===== src/hw/clock_ratio_pkg.sv =====
// shared constants for the core clock ratio and reset entry block
// assumes one 50 MHz clock; strap and reset pins arrive asynchronously
package clock_ratio_pkg;

   localparam int          STRAP_W       = 3;
   localparam int          HALVES_W      = 4;
   localparam int          BURST_W       = 5;
   localparam int          SYNC_STAGES   = 2;
   localparam int          CLK_PERIOD_NS = 20;

   // ratio strap codes
   localparam logic [2:0]  CODE_X2       = 3'h0;
   localparam logic [2:0]  CODE_X2P5     = 3'h1;
   localparam logic [2:0]  CODE_X3       = 3'h2;
   localparam logic [2:0]  CODE_X3P5     = 3'h3;
   localparam logic [2:0]  CODE_X4       = 3'h4;
   localparam logic [2:0]  CODE_X5       = 3'h5;
   localparam logic [2:0]  CODE_X6       = 3'h6;
   localparam logic [2:0]  CODE_RESERVED = 3'h7;
   localparam logic [2:0]  CODE_DEFAULT  = CODE_X2;

   // multiplier counted in half steps, so 2.5 becomes 5
   localparam logic [3:0]  HALVES_X2     = 4'h4;
   localparam logic [3:0]  HALVES_X2P5   = 4'h5;
   localparam logic [3:0]  HALVES_X3     = 4'h6;
   localparam logic [3:0]  HALVES_X3P5   = 4'h7;
   localparam logic [3:0]  HALVES_X4     = 4'h8;
   localparam logic [3:0]  HALVES_X5     = 4'hA;
   localparam logic [3:0]  HALVES_X6     = 4'hC;

   // values after reset
   localparam logic [2:0]  RST_CODE      = CODE_DEFAULT;
   localparam logic [3:0]  RST_HALVES    = HALVES_X2;
   localparam logic [4:0]  RST_BURST     = 5'h00;

   typedef enum logic [2:0] {
      ST_RESET = 3'b001,
      ST_IDLE  = 3'b010,
      ST_RUN   = 3'b100
   } core_state_t;

   // strap code to multiplier in half steps; reserved falls back to default
   function automatic logic [3:0] code_to_halves(input logic [2:0] code);
      logic [3:0] h;
      h = HALVES_X2;
      case (code)
         CODE_X2P5 : h = HALVES_X2P5;
         CODE_X3   : h = HALVES_X3;
         CODE_X3P5 : h = HALVES_X3P5;
         CODE_X4   : h = HALVES_X4;
         CODE_X5   : h = HALVES_X5;
         CODE_X6   : h = HALVES_X6;
         default   : h = HALVES_X2;
      endcase
      return h;
   endfunction

endpackage


===== src/hw/pin_sync.sv =====
// two flip-flop synchroniser for a group of asynchronous pins
// assumes each bit is a level; a multi-bit value is only coherent once stable
`timescale 1ns/1ns
`default_nettype none
module pin_sync #(
   parameter int           W      = 1,
   parameter logic [W-1:0] RST_V  = '0
) (
   input  wire logic         clk,
   input  wire logic         nrst,
   input  wire logic [W-1:0] pin,
   output logic      [W-1:0] sync
);
   logic [W-1:0] meta;

   // first stage feeds only the second stage
   always_ff @(posedge clk or negedge nrst) begin
      if (!nrst) begin
         meta <= RST_V;
         sync <= RST_V;
      end else begin
         meta <= pin;
         sync <= meta;
      end
   end
endmodule
`default_nettype wire


===== src/hw/core_clock_ratio_strap.sv =====
// core clock ratio and reset entry logic
// assumes straps, reset pin and local clock pins are asynchronous board
// levels and that the local clock is slow against clk
`timescale 1ns/1ns
`default_nettype none
module core_clock_ratio_strap
   import clock_ratio_pkg::*;
#(
   parameter int PIN_W = 8
) (
   input  wire logic                           clk,
   input  wire logic                           nrst,
   input  wire logic                           resetPinN,
   input  wire logic                           localClockIn,
   input  wire logic                           localClockRef,
   input  wire logic [clock_ratio_pkg::STRAP_W-1:0] coreRatioStrap,
   input  wire logic                           sysclkFreqStrap,
   input  wire logic                           runRequest,
   input  wire logic [PIN_W-1:0]               driveRequest,
   output logic      [PIN_W-1:0]               pinOutEn,
   output logic      [clock_ratio_pkg::HALVES_W-1:0] ratioHalves,
   output logic      [clock_ratio_pkg::STRAP_W-1:0]  ratioCode,
   output logic                                coreTick,
   output logic                                coreIdle,
   output logic                                inReset,
   output logic                                strapFault
);
   import clock_ratio_pkg::*;

   // synchronised copies of the board pins; nothing below reads a raw pin
   logic                rstSyncN;
   logic                lclkInSync;
   logic                lclkRefSync;
   logic [STRAP_W-1:0]  strapSync;
   logic                freqSync;
   logic                lclkLevelQ;
   logic                halfCarry;
   logic [BURST_W-1:0]  burstLeft;
   core_state_t         state;
   core_state_t         next_state;

   // every asynchronous pin is sampled twice before use
   // the reset pin synchroniser resets to the asserted level, so a release
   // of nrst alone never lets the core run: the pin must be seen high on
   // two edges first; the cost is two cycles of extra reset latency
   // the local clock pair shares one synchroniser so both halves are seen
   // with the same delay; the straps share another for the same reason
   pin_sync #(.W(1), .RST_V(1'b0)) uRstSync (
      .clk  (clk),
      .nrst (nrst),
      .pin  (resetPinN),
      .sync (rstSyncN)
   );
   pin_sync #(.W(2), .RST_V(2'b00)) uClkSync (
      .clk  (clk),
      .nrst (nrst),
      .pin  ({localClockIn, localClockRef}),
      .sync ({lclkInSync, lclkRefSync})
   );
   pin_sync #(.W(STRAP_W + 1), .RST_V({CODE_DEFAULT, 1'b1})) uStrapSync (
      .clk  (clk),
      .nrst (nrst),
      .pin  ({coreRatioStrap, sysclkFreqStrap}),
      .sync ({strapSync, freqSync})
   );

   // decode of sampled levels; kept as named wires so that the clocked
   // processes below stay short and only pick between ready values
   logic                devReset;
   logic                lclkLevel;
   logic                lclkRise;
   logic [HALVES_W-1:0] strapHalves;
   logic [HALVES_W:0]   halfSum;
   logic [BURST_W-1:0]  newBurst;
   logic [BURST_W-1:0]  burstDec;
   logic [BURST_W:0]    burstSum;
   logic                badReserved;
   logic                badFreq;
   logic                strapMoved;

   // device reset comes from the synchronised pin only
   assign devReset    = ~rstSyncN;
   // the pair counts as high only when the pins differ the right way round,
   // so a pair that is shorted together reads as a steady low
   assign lclkLevel   = lclkInSync & ~lclkRefSync;
   // the stored level tracks through reset, so release gives no false edge
   assign lclkRise    = lclkLevel & ~lclkLevelQ;
   // multiplier the strap asks for, in half steps
   assign strapHalves = code_to_halves(strapSync);
   // half steps plus the carried half; bit 0 is the half left over
   assign halfSum     = {1'b0, ratioHalves} + {{HALVES_W{1'b0}}, halfCarry};
   // whole ticks for the burst that starts on this local edge
   assign newBurst    = BURST_W'(halfSum[HALVES_W:1]);
   // ticks still owed, counting down to empty and then staying there
   assign burstDec    = (burstLeft != RST_BURST) ? burstLeft - 5'h01 : RST_BURST;
   // a late burst adds onto the rest of the previous one instead of
   // dropping it; the sum saturates rather than wrapping round
   assign burstSum    = {1'b0, burstDec} + {1'b0, newBurst};
   // straps the board must never present
   assign badReserved = (strapSync == CODE_RESERVED);
   assign badFreq     = ~freqSync;
   // any strap move after capture is a board fault, not a new ratio
   assign strapMoved  = ~devReset & (strapSync != ratioCode);

   // state sequence: reset holds, release lands in idle
   // run is left only through reset; there is no way back to idle from
   // run, which matches a core that starts executing and never parks
   // an illegal code falls back to reset rather than guessing a state
   always_comb begin
      next_state = state;
      unique case (state)
         ST_RESET : if (!devReset) next_state = ST_IDLE;
         ST_IDLE  : if (devReset) next_state = ST_RESET;
                    else if (runRequest) next_state = ST_RUN;
         ST_RUN   : if (devReset) next_state = ST_RESET;
         default  : next_state = ST_RESET;
      endcase
   end

   always_ff @(posedge clk or negedge nrst) begin
      if (!nrst) state <= ST_RESET;
      else       state <= next_state;
   end

   // strap follows the pins only while reset is held, then freezes
   // the last value seen before release wins, so a strap that settles
   // late in reset is still taken; after release a moving strap can no
   // longer disturb the ratio and is only reported through the fault flag
   always_ff @(posedge clk or negedge nrst) begin
      if (!nrst) begin
         ratioCode   <= RST_CODE;
         ratioHalves <= RST_HALVES;
      end else if (devReset) begin
         ratioCode   <= strapSync;
         ratioHalves <= strapHalves;  // reserved code runs at default
      end
   end

   // fault flag for straps the board must keep right; sticky until reset
   // in reset the flag shows the present straps only, so a board fixed
   // during reset comes out clean; outside reset any fault sets it and
   // only the next reset can clear it, so no set is ever lost
   always_ff @(posedge clk or negedge nrst) begin
      if (!nrst)         strapFault <= 1'b0;
      else if (devReset) strapFault <= badReserved | badFreq;
      else               strapFault <= strapFault | badReserved | badFreq | strapMoved;
   end

   // core tick bursts: n ticks per local period, half steps alternate floor
   // and ceiling so 2.5 gives 2,3,2,3; the burst must finish within one local
   // period, so the local clock has to be at most clk / 6
   always_ff @(posedge clk or negedge nrst) begin
      if (!nrst) begin
         lclkLevelQ <= 1'b0;
         halfCarry  <= 1'b0;
         burstLeft  <= RST_BURST;
         coreTick   <= 1'b0;
      end else if (devReset) begin
         lclkLevelQ <= lclkLevel;
         halfCarry  <= 1'b0;
         burstLeft  <= RST_BURST;
         coreTick   <= 1'b0;
      end else begin
         lclkLevelQ <= lclkLevel;
         coreTick   <= (burstLeft != RST_BURST);
         if (lclkRise) begin
            halfCarry <= halfSum[0];
            burstLeft <= burstSum[BURST_W] ? {BURST_W{1'b1}} : burstSum[BURST_W-1:0];
         end else begin
            burstLeft <= burstDec;
         end
      end
   end

   // tick output is a registered copy of the owed count being nonzero, so
   // the first tick of a burst trails the local edge by the sync delay
   // plus two cycles; this latency is fixed and the same for every ratio

   // pin drivers released for the whole reset, so pulls set the levels
   // the enables drop on the edge the next state becomes reset, one cycle
   // after the synchronised pin goes low, and stay low until release
   always_ff @(posedge clk or negedge nrst) begin
      if (!nrst)                   pinOutEn <= '0;
      else if (next_state == ST_RESET) pinOutEn <= '0;
      else                         pinOutEn <= driveRequest;
   end

   // status outputs registered from the next state
   // taking them from the next state keeps them aligned with the state
   // register itself while still coming straight from flip-flops
   always_ff @(posedge clk or negedge nrst) begin
      if (!nrst) begin
         inReset  <= 1'b1;
         coreIdle <= 1'b1;
      end else begin
         inReset  <= (next_state == ST_RESET);
         coreIdle <= (next_state != ST_RUN);  // execution idle after reset
      end
   end

endmodule
`default_nettype wire


===== config.mk =====
export PLATFORM = sky130hd
export DESIGN_NAME = core_clock_ratio_strap
export DESIGN_NICKNAME = d
export VERILOG_FILES = /design/src/hw/clock_ratio_pkg.sv /design/src/hw/pin_sync.sv /design/src/hw/core_clock_ratio_strap.sv
export SDC_FILE = /design/constraint.sdc
export NUM_CORES = 1
export LEC_CHECK = 0
export ABC_AREA = 1
export ABC_CLOCK_PERIOD_IN_PS = 2700
export BUFFER_PORTS_ARGS = -buffer_cell sky130_fd_sc_hd__buf_4
export CAP_MARGIN = 20
export CELL_PAD_IN_SITES_DETAIL_PLACEMENT = 0
export CELL_PAD_IN_SITES_GLOBAL_PLACEMENT = 1
export CORE_ASPECT_RATIO = 0.6
export CORE_MARGIN = 4
export CORE_UTILIZATION = 41
export CTS_BUF_LIST = sky130_fd_sc_hd__clkbuf_16
export DETAILED_ROUTE_END_ITERATION = 7
export PLACE_DENSITY_LB_ADDON = 0.1
export SYNTH_ARGS = -nofsm -noshare
export SYNTH_HDL_FRONTEND = slang
export SYNTH_SLANG_ARGS = --single-unit

===== constraint.sdc =====
create_clock -name clk -period 2.7 [get_ports clk]
set_clock_uncertainty 0.1 [all_clocks]
set_input_delay 0.135 -clock clk [delete_from_list [all_inputs] [get_ports clk]]
set_output_delay 0.135 -clock clk [all_outputs]
set_load 0.02 [all_outputs]

==> impl_metrics.tcl <==
set metrics [dict create \
    slew_violations 0 \
    drt_iter0_markers 82 \
    yosysSeqAreaShare 0.5867 \
    final_cell_mix "37 x dfrtp_1, 36 x buf_4, 29 x inv_1" \
    internal-power_w 0.001473 \
    clock-root-buffer "clkbuf_16" \
    power_frac_clock 0.246 \
    tightest_slew_ns 0.5562 \
    drt_pass1_iterations 4 \
    setup_slack_ns 0.3959 \
    gp_congestion 0.9106 \
    die_w_um 94.65 \
    clock_path_buffers 2 \
    synth_cell_types 30 \
    hp-class "input port to flip-flop" \
    drive_gt1_frac 0.2757 \
    io_buffers 36 \
    layout_commonest_cell "dfrtp_1" \
    cp.required_ns 2.77 \
    maxCapViolCount 0 \
    grt_pass1_wl_mm 6.430 \
    diodes 0 \
    syn2layout_area_growth_pct 34.42 \
    vias 1348 \
    die_h_um 59.99 \
    period_share 0.8534 \
    power_frac_comb 0.394 \
    netlist_area_um2 1847 \
    vdd_drop_max_mv 0.5370 \
    pre_cts_ws_ns 0.4095 \
    cp-start-kind "flip-flop" \
    slew_headroom 0.6292 \
    first_global_vias 1394 \
    io_pins 37 \
    r2r_slack_ns 0.40 \
    syn_nets 211 \
    rsz0062_at_grt "false" \
    cts_setup_buffers 0 \
    p_sw_frac 0.3681 \
    core-area_um2 4234 \
    ys_ff_latch 43 \
    synth_warnings 0 \
    routed_wl_mm 3.716 \
    nNetsFinal 268 \
    max_freq_ghz 0.4340 \
    postSynthAreaPerCell_um2 9.983 \
    numCtsBuffers 5 \
    grt_start_max_net_pins 44 \
    p_seq_frac 0.360 \
    num_rows 18 \
    drc_errors 0 \
    ctsHtreeMaxLevel 2 \
    period_needed_ns 2.304 \
    clock_latency_ns 0.28 \
    syn-instance-count 185 \
    power.switching_w 0.0008580 \
    setup_violations 0 \
    crit_path_end_kind "flip-flop" \
    viasPerCell 4.449 \
    status "finished, final reports clean" \
    grt_usage 0.1513 \
    arrival_ns 2.37 \
    cts.repair.resized 0 \
    path_clk_slew_ns 0.06 \
    wl_per_cell_um 12.26 \
    p_leak_nw 1.302 \
    start_util 0.4362 \
    crit_fanout 5 \
    worstSetupPathType "flip-flop to flip-flop" \
    p_per_area_nw_per_um2 938.9 \
    finalHoldViolations 0 \
    grt_overflow_total 0 \
    drtAntennaViolNets 0 \
    clkSinkCount 43 \
    p_total_w 0.002331 \
    holdWs_ns 0.04417 \
    die-area_um2 5677 \
    dp_hpwl_mm 2.690 \
    antenna_found_initial 0 \
    cts_tree "yes" \
    setup_tns_ns 0 \
]
[sequential cells by signal, summed over array words and instances (netlist names)]
signal / cells
coreIdle: 1
lclkLevelQ: 1
pinOutEn: 8
ratioCode: 3
burstLeft: 5
uClkSync.meta: 2
state: 3
ratioHalves: 4
uStrapSync.meta: 4
strapFault: 1
uRstSync.meta: 1
uRstSync.sync: 1
inReset: 1
uStrapSync.sync: 4
coreTick: 1
uClkSync.sync: 2
halfCarry: 1
[power groups by stage]
stage | registers [W] | logic (W) | clock network (W)
after global routing | 0.000856 | 0.00102 | 0.000617
final | 0.000839 | 0.000918 | 0.000574
after floorplan | 0.000915 | 0.000555 | 0
after CTS | 0.000840 | 0.000918 | 0.000592
after global placement | 0.000845 | 0.000893 | 0
after detailed placement | 0.000850 | 0.000892 | 0
[final cells by class]
class	instances	area, um2
Fill cell	389	1752
Sequential cell	43	1084
Tap cell	60	75.07
Inverter	34	127.6
Clock inverter	3	17.52
Clock buffer	5	125.1
Multi-Input combinational cell	106	623.1
Timing Repair Buffer	52	430.4
[synthesized netlist by cell type (all sizes together)]
master	number	area share
a21boi	1	0.0041
a21o	1	0.0041
a21oi	6	0.022
buf	2	0.0068
dfrtp	37	0.50
dfstp	6	0.085
fa	1	0.011
ha	7	0.047
inv	34	0.069
nand2	30	0.072
nand3	14	0.043
nand4	1	0.0034
nor2	24	0.051
nor3	2	0.012
o2111ai	1	0.0047
o21ai	11	0.032
o22ai	1	0.0034
or2	1	0.0034
xnor2	1	0.0047
xor2	4	0.019
[kinds of logic after synthesis]
logic type | count (synthesis) | synth area share
xor gates and xnor gates | 5 | 0.02371
and+or+nand+nor | 72 | 0.1850
adders and majority gates | 8 | 0.05826
DFF | 43 | 0.5867
buffers and inverters | 36 | 0.07588
AOI/OAI and AO/OA | 21 | 0.07047
[final timing paths]
path	from	to	depth (start not counted)
min in group asynchronous	nrst	pinOutEn[2]	2
max in group asynchronous	nrst	ratioHalves[2]	2
setup / recovery	burstLeft[0]	burstLeft[4]	12
setup reg to reg	burstLeft[0]	burstLeft[4]	12
hold reg to reg	uClkSync.meta[1]	uClkSync.sync[1]	0
hold / removal	runRequest	state[1]	4
[routing by layer]
| layer | GRT usage | part of all wire | wire length (um) |
|---|---|---|---|
| met3 | 0.03774 | 0.048 | 179 |
| met5 | 0 | 0 | 0 |
| met4 | 0.03696 | 0.0086 | 32 |
| met1 | 0.2138 | 0.51 | 1913 |
| met2 | 0.2365 | 0.43 | 1590 |
[critical path, cell delays in order (launching register included)]
cell and delay (ns):
dfrtp_1 0.37, inv_1 0.11, ha_1 0.25, nand3_2 0.15, nand2_1 0.10, inv_2 0.04
ha_1 0.20, fa_1 0.42, nand3_1 0.10, nand3_1 0.09, a21o_1 0.16, nand2_1 0.06
nor2_1 0.05
[through the flow]
step / instance area [um2] / utilization / instances
after floorplan: 1847 / - / 185
after global placement: 2180 / 0.5148 / 279
after detailed placement: 2180 / 0.5148 / 279
after CTS: 2482 / 0.5863 / 303
after global routing: 2482 / 0.5863 / 303
final: 2482 / 0.5863 / 303
[what timing repair did]
action / 4_1_cts / 5_1_grt
hold buffers: 16 / 0
endpoints found under the setup margin: 0 / 0
endpoints found under the hold margin: 52 / 0
No activity file was read; power rests on OpenSTA's default activity.
